[src/rtl/timer2_ctl_pkg.sv]
/*
 * constants for the flag, asynchronous-status and general timer control logic of timer 2:
 * register offsets, bit positions and reset values.
 * assumes a byte-wide register port with separate data-space and dedicated-i/o address decode.
 */
// Functional notes
// - overflow irq needs enable, global enable, flag
// - compare b match sets compare b flag
// - compare a match sets compare a flag
// - counter overflow sets overflow flag, except in phase-correct pwm
// - vector execution clears its own flag
// - writing one clears flag, zero keeps
// - compare irq needs global, channel enable, flag
// - phase-correct pwm: overflow flag at bottom turn
// - ext clock enable with async select opens buffer, stops crystal
// - async select picks oscillator, else io clock
// - async write sets busy until transfer done
// - sync mode holds both prescaler reset bits
// - sync mode cleared clears shared reset bit, async one once done
// - async prescaler reset clears when done
// - shared prescaler reset clears unless sync mode
// - data-space and i/o offsets both decode for flags and general control; 0xb0-0xb6 data-space only
`default_nettype none
package timer2_ctl_pkg;
   // ----------------------------------------------------------------------
   // address map
   // ----------------------------------------------------------------------
   localparam logic [7:0] IO_SPACE_BIAS   = 8'h20;
   localparam logic [7:0] IRQ_FLAGS_OFS   = 8'h37;
   localparam logic [7:0] GEN_CTRL_OFS    = 8'h43;
   localparam logic [7:0] ASYNC_STAT_OFS  = 8'hb6;
   localparam logic [7:0] CONTROL_A_OFS   = 8'hb0;
   localparam logic [7:0] CONTROL_B_OFS   = 8'hb1;
   localparam logic [7:0] COUNTER_OFS     = 8'hb2;
   localparam logic [7:0] COMPARE_A_OFS   = 8'hb3;
   localparam logic [7:0] COMPARE_B_OFS   = 8'hb4;
   // ----------------------------------------------------------------------
   // bit positions
   // ----------------------------------------------------------------------
   localparam int OVF_BIT        = 0;
   localparam int CMP_A_BIT      = 1;
   localparam int CMP_B_BIT      = 2;
   localparam int EXT_CLK_BIT    = 6;
   localparam int ASYNC_SEL_BIT  = 5;
   localparam int SYNC_MODE_BIT  = 7;
   localparam int ASYNC_PSR_BIT  = 1;
   localparam int SHARED_PSR_BIT = 0;
   localparam int BUSY_COUNTER   = 4;
   localparam int BUSY_CMP_A     = 3;
   localparam int BUSY_CMP_B     = 2;
   localparam int BUSY_CTRL_A    = 1;
   localparam int BUSY_CTRL_B    = 0;
   localparam int NUM_FLAGS      = 3;
   localparam int NUM_BUSY       = 5;
   // ----------------------------------------------------------------------
   // reset values
   // ----------------------------------------------------------------------
   localparam logic [7:0] REG_RESET   = 8'h00;
   localparam logic [2:0] FLAGS_RESET = 3'h0;
   localparam logic [4:0] BUSY_RESET  = 5'h00;
endpackage
`default_nettype wire

[src/rtl/sticky_bits.sv]
/*
 * row of sticky bits: hardware set, clear by strobe, set wins over clear.
 * assumes set and clear are synchronous to core_clk.
 */
`timescale 1ns/1ns
`default_nettype none
module sticky_bits #(
   parameter int W = 1
) (
   // clock and reset
   input  wire logic         core_clk,
   input  wire logic         rst_b,
   input  wire logic         ce,
   // control
   input  wire logic [W-1:0] set_bits,
   input  wire logic [W-1:0] clr_bits,
   // state
   output logic      [W-1:0] q
);
   // a set arriving with a clear must not be lost
   always_ff @(posedge core_clk or negedge rst_b) begin
      if (!rst_b) begin
         q <= '0;
      end else if (ce) begin
         q <= set_bits | (q & ~clr_bits);
      end
   end
endmodule
`default_nettype wire

[src/rtl/timer2_async_flag_prescaler_ctl.sv]
/*
 * interrupt flags, asynchronous clock status and general timer control for timer 2.
 * assumes the counter core reports overflow, bottom turn, compare matches and update
 * transfers as one-cycle pulses on core_clk, and the cpu gives vector acknowledges.
 */
`timescale 1ns/1ns
`default_nettype none
module timer2_async_flag_prescaler_ctl
   import timer2_ctl_pkg::*;
(
   // clock and reset
   input  wire logic       core_clk,
   input  wire logic       rst_b,
   input  wire logic       ce,
   // register port
   input  wire logic [7:0] addr,
   input  wire logic       io_space,
   input  wire logic       wr_en,
   input  wire logic       rd_en,
   input  wire logic [7:0] wdata,
   output logic      [7:0] rdata,
   // cpu side
   input  wire logic       global_irq_enable,
   input  wire logic       overflow_irq_enable,
   input  wire logic       cmp_a_irq_enable,
   input  wire logic       cmp_b_irq_enable,
   input  wire logic [2:0] vector_ack,
   output logic            overflow_irq,
   output logic            cmp_a_irq,
   output logic            cmp_b_irq,
   // counter core
   input  wire logic       counter_overflow,
   input  wire logic       phase_correct_mode,
   input  wire logic       bottom_turn,
   input  wire logic       cmp_a_match,
   input  wire logic       cmp_b_match,
   input  wire logic [4:0] update_done,
   input  wire logic       async_psr_done,
   // clock and prescaler control
   output logic            async_clock_select,
   output logic            ext_clock_buffer_en,
   output logic            crystal_osc_run,
   output logic            async_prescaler_reset,
   output logic            shared_prescaler_reset
);
   // ----------------------------------------------------------------------
   // address decode
   // ----------------------------------------------------------------------
   logic       hit_flags;
   logic       hit_gen;
   logic       hit_async;
   logic [4:0] hit_busy;
   logic       wr_flags;
   logic       wr_gen;
   logic       wr_async;

   // the status register at 0xb6 has no dedicated i/o address
   always_comb begin
      hit_flags   = io_space ? (addr == IRQ_FLAGS_OFS - IO_SPACE_BIAS) : (addr == IRQ_FLAGS_OFS);
      hit_gen     = io_space ? (addr == GEN_CTRL_OFS - IO_SPACE_BIAS) : (addr == GEN_CTRL_OFS);
      hit_async   = !io_space && (addr == ASYNC_STAT_OFS);
      hit_busy    = '0;
      if (!io_space) begin
         hit_busy[BUSY_COUNTER] = (addr == COUNTER_OFS);
         hit_busy[BUSY_CMP_A]   = (addr == COMPARE_A_OFS);
         hit_busy[BUSY_CMP_B]   = (addr == COMPARE_B_OFS);
         hit_busy[BUSY_CTRL_A]  = (addr == CONTROL_A_OFS);
         hit_busy[BUSY_CTRL_B]  = (addr == CONTROL_B_OFS);
      end
      wr_flags = wr_en && hit_flags;
      wr_gen   = wr_en && hit_gen;
      wr_async = wr_en && hit_async;
   end

   // ----------------------------------------------------------------------
   // interrupt flags
   // ----------------------------------------------------------------------
   logic [2:0] flag_set;
   logic [2:0] flag_clr;
   logic [2:0] flags;

   always_comb begin
      flag_set            = '0;
      // in phase-correct pwm the overflow flag marks the turn at bottom
      flag_set[OVF_BIT]   = phase_correct_mode ? bottom_turn : counter_overflow;
      flag_set[CMP_A_BIT] = cmp_a_match;
      flag_set[CMP_B_BIT] = cmp_b_match;
      flag_clr            = vector_ack | (wr_flags ? wdata[2:0] : 3'h0);
   end

   sticky_bits #(.W(NUM_FLAGS)) u_flags (
      .core_clk (core_clk),
      .rst_b    (rst_b),
      .ce       (ce),
      .set_bits (flag_set),
      .clr_bits (flag_clr),
      .q        (flags)
   );

   always_ff @(posedge core_clk or negedge rst_b) begin
      if (!rst_b) begin
         overflow_irq <= 1'b0;
         cmp_a_irq    <= 1'b0;
         cmp_b_irq    <= 1'b0;
      end else if (ce) begin
         overflow_irq <= global_irq_enable && overflow_irq_enable && flags[OVF_BIT];
         cmp_a_irq    <= global_irq_enable && cmp_a_irq_enable && flags[CMP_A_BIT];
         cmp_b_irq    <= global_irq_enable && cmp_b_irq_enable && flags[CMP_B_BIT];
      end
   end

   // ----------------------------------------------------------------------
   // asynchronous clock status
   // ----------------------------------------------------------------------
   logic       ext_clock_input_enable;
   logic [4:0] busy_set;
   logic [4:0] busy_clr;
   logic [4:0] update_busy;

   // software is trusted to set the external clock bit first and to rewrite
   // the timer registers after a select change; nothing here guards that
   always_ff @(posedge core_clk or negedge rst_b) begin
      if (!rst_b) begin
         ext_clock_input_enable <= 1'b0;
         async_clock_select     <= 1'b0;
      end else if (ce && wr_async) begin
         ext_clock_input_enable <= wdata[EXT_CLK_BIT];
         async_clock_select     <= wdata[ASYNC_SEL_BIT];
      end
   end

   always_ff @(posedge core_clk or negedge rst_b) begin
      if (!rst_b) begin
         ext_clock_buffer_en <= 1'b0;
         crystal_osc_run     <= 1'b0;
      end else if (ce) begin
         ext_clock_buffer_en <= ext_clock_input_enable && async_clock_select;
         crystal_osc_run     <= !ext_clock_input_enable && async_clock_select;
      end
   end

   always_comb begin
      busy_set = (wr_en && async_clock_select) ? hit_busy : 5'h00;
      // synchronous clocking writes straight through, so busy is held low
      busy_clr = update_done | {NUM_BUSY{!async_clock_select}};
   end

   sticky_bits #(.W(NUM_BUSY)) u_busy (
      .core_clk (core_clk),
      .rst_b    (rst_b),
      .ce       (ce),
      .set_bits (busy_set),
      .clr_bits (busy_clr),
      .q        (update_busy)
   );

   // ----------------------------------------------------------------------
   // general timer control
   // ----------------------------------------------------------------------
   logic sync_mode_hold;

   always_ff @(posedge core_clk or negedge rst_b) begin
      if (!rst_b) begin
         sync_mode_hold <= 1'b0;
      end else if (ce && wr_gen) begin
         sync_mode_hold <= wdata[SYNC_MODE_BIT];
      end
   end

   // a written reset bit stands for at least one cycle before hardware clears it
   always_ff @(posedge core_clk or negedge rst_b) begin
      if (!rst_b) begin
         shared_prescaler_reset <= 1'b0;
      end else if (ce) begin
         if (wr_gen) begin
            shared_prescaler_reset <= wdata[SHARED_PSR_BIT];
         end else if (!sync_mode_hold) begin
            shared_prescaler_reset <= 1'b0;
         end
      end
   end

   always_ff @(posedge core_clk or negedge rst_b) begin
      if (!rst_b) begin
         async_prescaler_reset <= 1'b0;
      end else if (ce) begin
         if (wr_gen) begin
            async_prescaler_reset <= wdata[ASYNC_PSR_BIT];
         end else if (!sync_mode_hold) begin
            // asynchronous prescaler needs the slow clock to finish its reset
            if (!async_clock_select || async_psr_done) begin
               async_prescaler_reset <= 1'b0;
            end
         end
      end
   end

   // ----------------------------------------------------------------------
   // read data
   // ----------------------------------------------------------------------
   always_ff @(posedge core_clk or negedge rst_b) begin
      if (!rst_b) begin
         rdata <= REG_RESET;
      end else if (ce && rd_en) begin
         if (hit_flags) begin
            rdata <= {5'h00, flags};
         end else if (hit_gen) begin
            rdata <= {sync_mode_hold, 5'h00, async_prescaler_reset, shared_prescaler_reset};
         end else if (hit_async) begin
            rdata <= {1'b0, ext_clock_input_enable, async_clock_select, update_busy};
         end else begin
            rdata <= 8'h00;
         end
      end
   end
endmodule
`default_nettype wire

[config.mk]
export PLATFORM = sky130hd
export DESIGN_NAME = timer2_async_flag_prescaler_ctl
export DESIGN_NICKNAME = d
export VERILOG_FILES = /design/src/rtl/timer2_ctl_pkg.sv /design/src/rtl/sticky_bits.sv /design/src/rtl/timer2_async_flag_prescaler_ctl.sv
export SDC_FILE = /design/constraint.sdc
export NUM_CORES = 1
export LEC_CHECK = 0
export BUFFER_PORTS_ARGS = -buffer_cell sky130_fd_sc_hd__buf_4
export CORE_ASPECT_RATIO = 0.7
export CORE_MARGIN = 2
export CORE_UTILIZATION = 50
export CTS_CLUSTER_SIZE = 10
export DETAILED_ROUTE_END_ITERATION = 8
export GPL_TIMING_DRIVEN = 0
export PLACE_DENSITY = 0.83
export SYNTH_ARGS = -nofsm -noshare
export SYNTH_HDL_FRONTEND = slang
export SYNTH_SLANG_ARGS = --single-unit
[constraint.sdc]
create_clock -name core_clk -period 1.4 [get_ports core_clk]
set_input_delay 0.07 -clock core_clk [delete_from_list [all_inputs] [get_ports core_clk]]
set_output_delay 0.07 -clock core_clk [all_outputs]
set_load 0.01 [all_outputs]
==> results of run 1 <==
-- per-stage QoR --
stage | total power, W | cell area (um2) | setup WS (ns) | util, %
final | 0.001425 | 1800 | 0.2338 | 73.23
after global placement | 0.001005 | 1739 | 0.08142 | 70.74
after CTS | 0.001433 | 1800 | 0.2462 | 73.23
after floorplan | 0.0008714 | 1299 | 0.3029 | -
after detailed placement | 0.001012 | 1739 | 0.05821 | 70.74
after global routing | 0.001499 | 1800 | 0.09302 | 73.23
-- flip-flops by register name, indices dropped and copies added (netlist names) --
signal	count
cmp_a_irq	1
shared_prescaler_reset	1
overflow_irq	1
async_clock_select	1
async_prescaler_reset	1
ext_clock_buffer_en	1
sync_mode_hold	1
u_busy.q	5
rdata	8
crystal_osc_run	1
u_flags.q	3
ext_clock_input_enable	1
cmp_b_irq	1
-- cell type report --
type / count / area (um2) / share of cell area [%]
buffer: 3 / 12.51 / 0.6949
clock buffer: 3 / 41.29 / 2.293
inverter: 8 / 30.03 / 1.668
multi-input combinational: 89 / 605.6 / 33.63
sequential: 26 / 650.6 / 36.14
tap: 34 / 42.54 / 2.363
timing repair buffer: 55 / 417.9 / 23.21
-- repair_timing --
item	CTS	global route
hold endpoints to repair	27	0
setup endpoints to repair	0	0
hold buffers	2	0
-- per-layer routing --
metal	wire length (um)	part of all wire, %	global-route usage (%)
met1	1438	43	33.23
met2	1582	47	38.56
met3	287	8.6	6.601
met4	33	0.99	7.660
met5	0	0	0
-- kinds of logic after synthesis --
kind of cell              synth area share, %
buffers and inverters                   3.275
AOI/OAI and AO/OA                       18.50
xor gates and xnor gates               0.6745
DFF                                     50.10
and+or+nand+nor                         22.25
muxes                                   5.202
-- worst paths after layout --
path	to	cells after the start
worst max-delay path	async_prescaler_reset$_DFFE_PN0P_	4
worst min-delay path	u_busy.q[2]$_DFFE_PN0P_	2
worst max register to register	async_prescaler_reset$_DFFE_PN0P_	4
worst min register to register	crystal_osc_run$_DFFE_PN0P_	2
max in group asynchronous	rdata[4]$_DFFE_PN0P_	2
min in group asynchronous	shared_prescaler_reset$_DFFE_PN0P_	2
-- layout by cell type (no fill, tap or decap), drive strengths merged, types with 2 or more instances in the layout --
master / Yosys / final
a22o: 5 / 5
a2bb2oi: 2 / 2
a32oi: 2 / 2
a41oi: 2 / 2
and2: 4 / 4
and3b: 2 / 2
buf: 1 / 54
clkbuf: 2 / 5
dfrtp: 26 / 26
dlygate4sd3: 0 / 2
inv: 8 / 8
mux2: 3 / 3
mux2i: 3 / 3
nand2: 21 / 21
nand2b: 4 / 4
nand3: 5 / 5
nand4: 3 / 3
nor2: 2 / 2
nor3: 2 / 2
nor4b: 2 / 2
o21ai: 17 / 17
o31ai: 2 / 2
-- power by group through the flow --
stage | clock, W | sequential, W | combinational (W)
3_3_place_gp | 0 | 0.000798 | 0.000207
6_report | 0.000424 | 0.000784 | 0.000218
2_1_floorplan | 0 | 0.000799 | 0.0000725
5_1_grt | 0.000474 | 0.000787 | 0.000239
3_5_place_dp | 0 | 0.000798 | 0.000214
4_1_cts | 0.000431 | 0.000783 | 0.000219
==> flow_summary.ini, run 1 <==
[floorplanning]
die_area_um2 = 3028
std_cell_rows = 15
die_h_um = 46.64
initial_core_util_pct = 52.82
die_width_um = 64.92
coreArea_um2 = 2459
ioPinCount = 56

[global_route]
grt_antenna_before_repair = 0
grt_first_pass_wirelength_um = 5347
grt_pass1_vias = 1110
grt_max_degree = 27
groute.usage.overall_pct = 24.41
grt-ovfl-total = 0

[critical_path]
crit_path_max_fanout = 7
worstPathArrival_ns = 1.32
crit_path_max_cell_delay_ns = 0.45
reg2reg_slack_ns = 0.23
slowest_cell_on_the_critical_path = sky130_fd_sc_hd__dfrtp_1
cp_data_required_time_ns = 1.55
critPathCaptureType = flop
worst_setup_path_startpoint = async_clock_select$_DFFE_PN0P_
crit_buf_inv = 1
critical-path-top-delay-family = flip-flops
setup.worst_path.class = flop to flop
path_cells = inv_1 > nor2_1 > o21ai_0 > mux2i_1
setup.worst_path.start_class = flop
r2r-start = async_clock_select$_DFFE_PN0P_

[yosys]
synth_enable_flop_cells = 0
synth_largest_type_area_fraction_pct = 50.10
synth_commonest_cells = sky130_fd_sc_hd__dfrtp_1 (26), sky130_fd_sc_hd__nand2_1 (21), sky130_fd_sc_hd__o21ai_0 (17)
most_frequent_cell_after_synthesis = sky130_fd_sc_hd__dfrtp_1
synth.top_cells.by_area = sky130_fd_sc_hd__dfrtp_1 (50%), sky130_fd_sc_hd__o21ai_0 (6.6%), sky130_fd_sc_hd__nand2_1 (6.1%)
share_of_flip_flops_with_an_asynchronous_set_or_reset_pct = 100.0
yosys.area.top_type = sky130_fd_sc_hd__dfrtp_1
post_synth.cell_area_avg_um2 = 10.31
postSynthCellCount = 126
seq_area_frac_synth_pct = 50.10
synth_warnings = 0
ys.flop_type = sky130_fd_sc_hd__dfrtp_1
ys_seq_elements = 26
synth.net_count = 166
synth_area_um2 = 1299
synthDistinctLibCells = 34

[pwr]
p_int_w = 0.001078
irDropWorstVdd_mv = 0.6151
power_leakage_nw = 0.9041
pwr-share-comb_pct = 15.3
switching_share_pct = 24.33
clockPowerShare_pct = 29.7
power_frac_seq_pct = 55.0
net-switching-power_w = 0.0003467
power.density_cell_area_nw_per_um2 = 791.4

[layout]
insertedDiodeCount = 0
stdcell_count = 218
nets = 226
fillers = 206
post_route_cells_drive_above_1_share_pct = 35.87
syn_to_final_growth_pct = 38.63

[drt]
detail_route.wl_per_cell_um = 15.33
drt_pass1_iterations = 4
via_per_inst = 5.619
drt_iter0_markers = 67
detail_route.wirelength_um = 3342
detailroute.via_count = 1225
drc_errors = 0
antenna_violating_nets_post_route = 0

[run]
max_cap_viol_count = 0

[cts]
numCtsBuffers = 3
tritoncts_clock_tree = built
cts_repair_resize_count = 0
htree_levels = 1
clkTransAtPathRegs_ns = 0.09
clk_latency_ns = 0.27
clock-root-buffer = sky130_fd_sc_hd__clkbuf_8
cts-root-to-sink-buffers = 2
cts_sinks = 26
cts_setup_buffers = 0

[timing]
final_hold_viol_count = 0
worst_slew_pin_slew_ns = 0.4966
period_minus_slack_ns = 1.166
drv_slew = 0
relSlewSlack_pct = 66.75
setup_viol = 0
final.setup.tns_ns = 0
maxClockFrequency_mhz = 857.5
hold_ws_ns = 0.01806
fin_worst_skew_ns = 0.008731
finalCritPeriodShare_pct = 83.30
unrepaired_setup_endpoints_after_global_routing = no

[placement]
hpwl_after_dpl_um = 2596
io_buffer_count = 53
gp_routability_congestion = 0.7935
post-place-cells = 213

[min_path]
min-delay-path-class = input port to flop
hold_path.startpoint = addr[0]

[status]
outcome = finished clean
(Power assumes the default switching activity.)
==> run 2: changes to the inputs <==
CORE_UTILIZATION = 46   (was 50)
PLACE_DENSITY = 0.78   (was 0.83)
clock period = 1.1 ns   (was 1.4 ns; I/O delays follow)
==> run 2 against run 1 <==
- worst setup slack worse by 0.19 ns
- non-clock buffer count rose by 5
- critical path depth up 1
- core utilization fell by 4.8 points
- largest power group unchanged
==> flow_summary.ini, run 2 (same netlist as run 1, synthesis figures left out) <==
[status]
outcome = finished clean

[pwr]
irDropWorstVdd_mv = 0.6518
power_leakage_nw = 0.9447
power.density_cell_area_nw_per_um2 = 1025

[floorplanning]
ioPinCount = 56
die_area_um2 = 3271
initial_core_util_pct = 47.35
die_width_um = 67.51
std_cell_rows = 16
coreArea_um2 = 2743
die_h_um = 48.46

[global_route]
grt_max_degree = 27
grt-ovfl-total = 0
grt_pass1_vias = 1279
grt_first_pass_wirelength_um = 5727
grt_antenna_before_repair = 0
groute.usage.overall_pct = 23.29

[critical_path]
crit_path_max_cell_delay_ns = 0.37
crit_buf_inv = 1
worstPathArrival_ns = 1.22
critical-path-top-delay-family = simple AND/OR/NAND/NOR gates
cp_data_required_time_ns = 1.27
path_cells = buf_4 > and4bb_2 > nand2b_1 > nor3_4 > mux2_2
setup.worst_path.class = input port to flop
slowest_cell_on_the_critical_path = sky130_fd_sc_hd__and4bb_2
setup.worst_path.start_class = input port
crit_path_max_fanout = 6
critPathCaptureType = flop

[layout]
insertedDiodeCount = 0
syn_to_final_growth_pct = 44.41
largestRegisters = rdata: 8 flops, u_busy.q: 5 flops, u_flags.q: 3 flops
final_cell_mix = sky130_fd_sc_hd__buf_4 (54), sky130_fd_sc_hd__dfrtp_1 (26), sky130_fd_sc_hd__nand2_1 (21)
post_route_cells_drive_above_1_share_pct = 36.32
fillers = 220
nets = 231
layout_commonest_cell = sky130_fd_sc_hd__buf_4
largest_reg_flops = 8
finish.utilization_pct = 68.38
regMostFlops = rdata
stdcell_count = 226

[timing]
final.setup.tns_ns = 0
unrepaired_setup_endpoints_after_global_routing = yes
setup_viol = 0
final_hold_viol_count = 0
relSlewSlack_pct = 68.81
maxClockFrequency_mhz = 951.0
worst_slew_pin_slew_ns = 0.4658
drv_slew = 0
period_minus_slack_ns = 1.052
fin_worst_skew_ns = 0.002589
finalCritPeriodShare_pct = 95.60

[cts]
cts-root-to-sink-buffers = 2
tritoncts_clock_tree = built
htree_levels = 1
cts_sinks = 26
clk_latency_ns = 0.27
clock-root-buffer = sky130_fd_sc_hd__clkbuf_8
clkTransAtPathRegs_ns = 0.09
numCtsBuffers = 3

[run]
max_cap_viol_count = 0

[drt]
drt_pass1_iterations = 4
via_per_inst = 5.412
drc_errors = 0
antenna_violating_nets_post_route = 0
detail_route.wirelength_um = 3492
detailroute.via_count = 1223
detail_route.wl_per_cell_um = 15.45
drt_iter0_markers = 87

[min_path]
min-delay-path-class = input port to flop

[placement]
hpwl_after_dpl_um = 2688
post-place-cells = 215
gp_routability_congestion = 0.8213
io_buffer_count = 53
==> run 2: cell type report <==
cell class                 count  area, um2  area share, %
buffer                         3      12.51         0.6671
clock buffer                   4      55.05          2.935
inverter                       8      30.03          1.601
multi-input combinational     89      616.8          32.89
sequential                    26      650.6          34.69
tap                           36      45.04          2.402
timing repair buffer          60      465.4          24.82
==> run 2: routing by layer <==
metal | GRT usage [%] | share of wire, % | up-vias
met3 | 6.744 | 6.4 | 4
met4 | 5.782 | 0.63 | 0
met2 | 37.58 | 48 | 41
li1 | - | - | 589
met5 | 0 | 0 | -
met1 | 30.61 | 45 | 589
==> run 2: worst paths after layout <==
path,depth (start not counted),to,startpoint,slack (ns)
worst max register to register,4,u_busy.q[1]$_DFFE_PN0P_,async_clock_select$_DFFE_PN0P_,0.09
worst min register to register,2,rdata[7]$_DFFE_PN0P_,rdata[7]$_DFFE_PN0P_,0.49
min in group asynchronous,2,overflow_irq$_DFFE_PN0P_,rst_b,0.22
worst max-delay path,5,ext_clock_input_enable$_DFFE_PN0P_,addr[6],0.05
max in group asynchronous,2,crystal_osc_run$_DFFE_PN0P_,rst_b,0.63
worst min-delay path,2,u_busy.q[1]$_DFFE_PN0P_,addr[0],0.01
==> run 2: repair_timing <==
item / CTS / global route
buffers inserted: 1 / 0
pin swaps: 0 / 0
hold buffers: 3 / 3
endpoints found under the hold margin: 28 / 2
setup endpoints to repair: 1 / 3
gates resized for setup: 0 / 2
==> run 2: through the flow <==
stage          cell area [um2]  hold slack [ns]  worst slack [ns]  total power, W
2_1_floorplan             1299          -0.2406           0.01794        0.001109
3_3_place_gp              1742         -0.01953           -0.2069        0.001282
3_5_place_dp              1742         -0.01594           -0.2725        0.001290
6_report                  1876          0.01139           0.04843        0.001923
4_1_cts                   1834         0.002590           0.02302        0.001927
5_1_grt                   1876         0.003014          -0.01393        0.002018
==> run 2: power by group <==
part / leakage, nW / switching (W) / internal (W)
sequential: 0.354 / 0.0000180 / 0.000980
combinational: 0.562 / 0.000138 / 0.000157
clock: 0.0288 / 0.000310 / 0.000321
==> run 3: changes to the inputs <==
CELL_PAD_IN_SITES_DETAIL_PLACEMENT = 1   (was unset)
CELL_PAD_IN_SITES_GLOBAL_PLACEMENT = 1   (was unset)
CORE_UTILIZATION = 34   (was 46)
PLACE_DENSITY = unset   (was 0.78)
PLACE_DENSITY_LB_ADDON = 0.1   (was unset)
==> run 3 against run 2 <==
- register-to-register slack got worse by 0.06 ns
- total power increased by 8.1%
- critical path depth shrank 3
- core utilization shrank 15 points
- sequential power about the same
- die area increased by 33%
- non-clock buffer count did not move
- sequential share of layout area shrank 0.46 points
- flip-flop and latch count unchanged
- highest routed layer unchanged
==> flow_summary.ini, run 3 (same netlist as run 1, synthesis figures left out) <==
[global_route]
grt_first_pass_wirelength_um = 6375
grt-ovfl-total = 0
grt_max_degree = 27
groute.usage.overall_pct = 18.92
grt_pass1_vias = 1309
grt_antenna_before_repair = 0

[pwr]
power.density_cell_area_nw_per_um2 = 1092
clockPowerShare_pct = 38.0
irDropWorstVdd_mv = 0.6817
power_leakage_nw = 0.9420
power_frac_seq_pct = 48.1
net-switching-power_w = 0.0004582
p_int_w = 0.001621
pwr-share-comb_pct = 13.9
switching_share_pct = 22.04

[cts]
clkTransAtPathRegs_ns = 0.09
clk_latency_ns = 0.27
numCtsBuffers = 3
htree_levels = 1
cts-root-to-sink-buffers = 2
cts_sinks = 26
clock-root-buffer = sky130_fd_sc_hd__clkbuf_8
tritoncts_clock_tree = built

[timing]
hold_ws_ns = 0.004672
worst_slew_pin_slew_ns = 0.4580
final_hold_viol_count = 0
relSlewSlack_pct = 69.04
fin_worst_skew_ns = 0.002387
finalCritPeriodShare_pct = 97.86
period_minus_slack_ns = 1.076
maxClockFrequency_mhz = 929.0
final.setup.tns_ns = 0
drv_slew = 0
setup_viol = 0
unrepaired_setup_endpoints_after_global_routing = yes

[floorplanning]
die_area_um2 = 4338
die_width_um = 77.87
std_cell_rows = 18
initial_core_util_pct = 36.27
die_h_um = 55.71
coreArea_um2 = 3581
ioPinCount = 56

[placement]
io_buffer_count = 53
hpwl_after_dpl_um = 2929
gp_routability_congestion = 0.7909

[drt]
via_per_inst = 5.079
drc_errors = 0
drt_pass1_iterations = 4
detailroute.via_count = 1219
drt_iter0_markers = 64
detail_route.wirelength_um = 3761
antenna_violating_nets_post_route = 0
detail_route.wl_per_cell_um = 15.67

[layout]
layout_commonest_cell = sky130_fd_sc_hd__buf_4
largestRegisters = rdata: 8 flops, u_busy.q: 5 flops, u_flags.q: 3 flops
regMostFlops = rdata
nets = 231
final_cell_mix = sky130_fd_sc_hd__buf_4 (56), sky130_fd_sc_hd__dfrtp_1 (25), sky130_fd_sc_hd__nand2_1 (20)
largest_reg_flops = 8
post_route_cells_drive_above_1_share_pct = 38.42
syn_to_final_growth_pct = 46.63
fillers = 416
insertedDiodeCount = 0

[critical_path]
setup.worst_path.start_class = flop
crit_path_max_fanout = 4
critical_path_depth = 2
setup.worst_path.class = flop to output port
worst_r2r_path_depth = 4
worst_path_most_repeated_cell = sky130_fd_sc_hd__buf_4
cp_data_required_time_ns = 1.04
worstPathArrival_ns = 1.02
path_cells = buf_4 > buf_4
critical-path-top-delay-family = flip-flops
slowest_cell_on_the_critical_path = sky130_fd_sc_hd__dfrtp_2
critPathCaptureType = output port
crit_path_max_cell_delay_ns = 0.46
crit_buf_inv = 2

[status]
outcome = finished clean

[min_path]
count_of_cells_along_the_worst_hold_path = 2
min-delay-path-class = input port to flop

[run]
max_cap_viol_count = 0
## run 3: changes by cell type in the layout (fill, tap and decap cells not counted), moves of 2 or more
cell                            before  now
sky130_fd_sc_hd__o21ai_1             0    4
sky130_fd_sc_hd__dlygate4sd3_1       6    4
sky130_fd_sc_hd__o21ai_0            17   13
sky130_fd_sc_hd__buf_4              54   56
## run 3: path summary, 6_finish.rpt
check,startpoint,end,slack (ns)
worst max-delay path,async_clock_select$_DFFE_PN0P_,async_clock_select,0.02
worst min-delay path,addr[0],u_busy.q[1]$_DFFE_PN0P_,0.005
worst max register to register,async_clock_select$_DFFE_PN0P_,u_busy.q[1]$_DFFE_PN0P_,0.03
worst min register to register,rdata[7]$_DFFE_PN0P_,rdata[7]$_DFFE_PN0P_,0.50
max in group asynchronous,rst_b,async_clock_select$_DFFE_PN0P_,0.60
min in group asynchronous,rst_b,u_flags.q[0]$_DFFE_PN0P_,0.23
## run 3: area by class of cell
cell class                 instances  area, um2  area share [%]
sequential                        26      651.9           34.23
tap                               50      62.56           3.285
inverter                           8      33.78           1.774
clock inverter                     1      30.03           1.577
buffer                             3      12.51          0.6570
clock buffer                       3      41.29           2.168
timing repair buffer              60      460.4           24.18
multi-input combinational         89      611.8           32.13
## run 3: timing repair
| item | CTS | global route |
|---|---|---|
| pin swaps | 0 | 1 |
| gates resized for setup | 3 | 5 |
| endpoints found under the hold margin | 29 | 0 |
| setup endpoints to repair | 7 | 17 |
| setup buffers | 1 | 2 |
| hold buffers | 4 | 0 |
## run 3: power by group through the flow
stage,registers [W],clock network (W),logic (W)
after floorplan,0.00102,0,0.0000922
after global placement,0.00102,0,0.000268
after detailed placement,0.00102,0,0.000277
after CTS,0.00100,0.000815,0.000291
after global routing,0.00100,0.000851,0.000322
final,0.00100,0.000790,0.000289
## run 3: routing by layer
| metal | part of all wire, % | up-vias | global-route usage [%] | wire length, um |
|---|---|---|---|---|
| met2 | 47 | 37 | 30.42 | 1772 |
| met3 | 5.0 | 4 | 4.708 | 187 |
| li1 | - | 586 | - | - |
| met1 | 47 | 592 | 26.26 | 1773 |
| met5 | 0 | - | 0 | 0 |
| met4 | 0.72 | 0 | 3.061 | 27 |
## run 3: metrics by stage
stage               setup slack, ns  util [%]  power [W]  area, um2  instances
finish                      0.02352     53.18   0.002079       1904        240
CTS                        0.009520     52.59   0.002107       1883        238
detailed placement          -0.2538     49.13   0.001297       1759        229
floorplan                   0.01794         -   0.001109       1299        126
global route               -0.05340     53.18   0.002177       1904        240
global placement            -0.2397     49.13   0.001287       1759        229
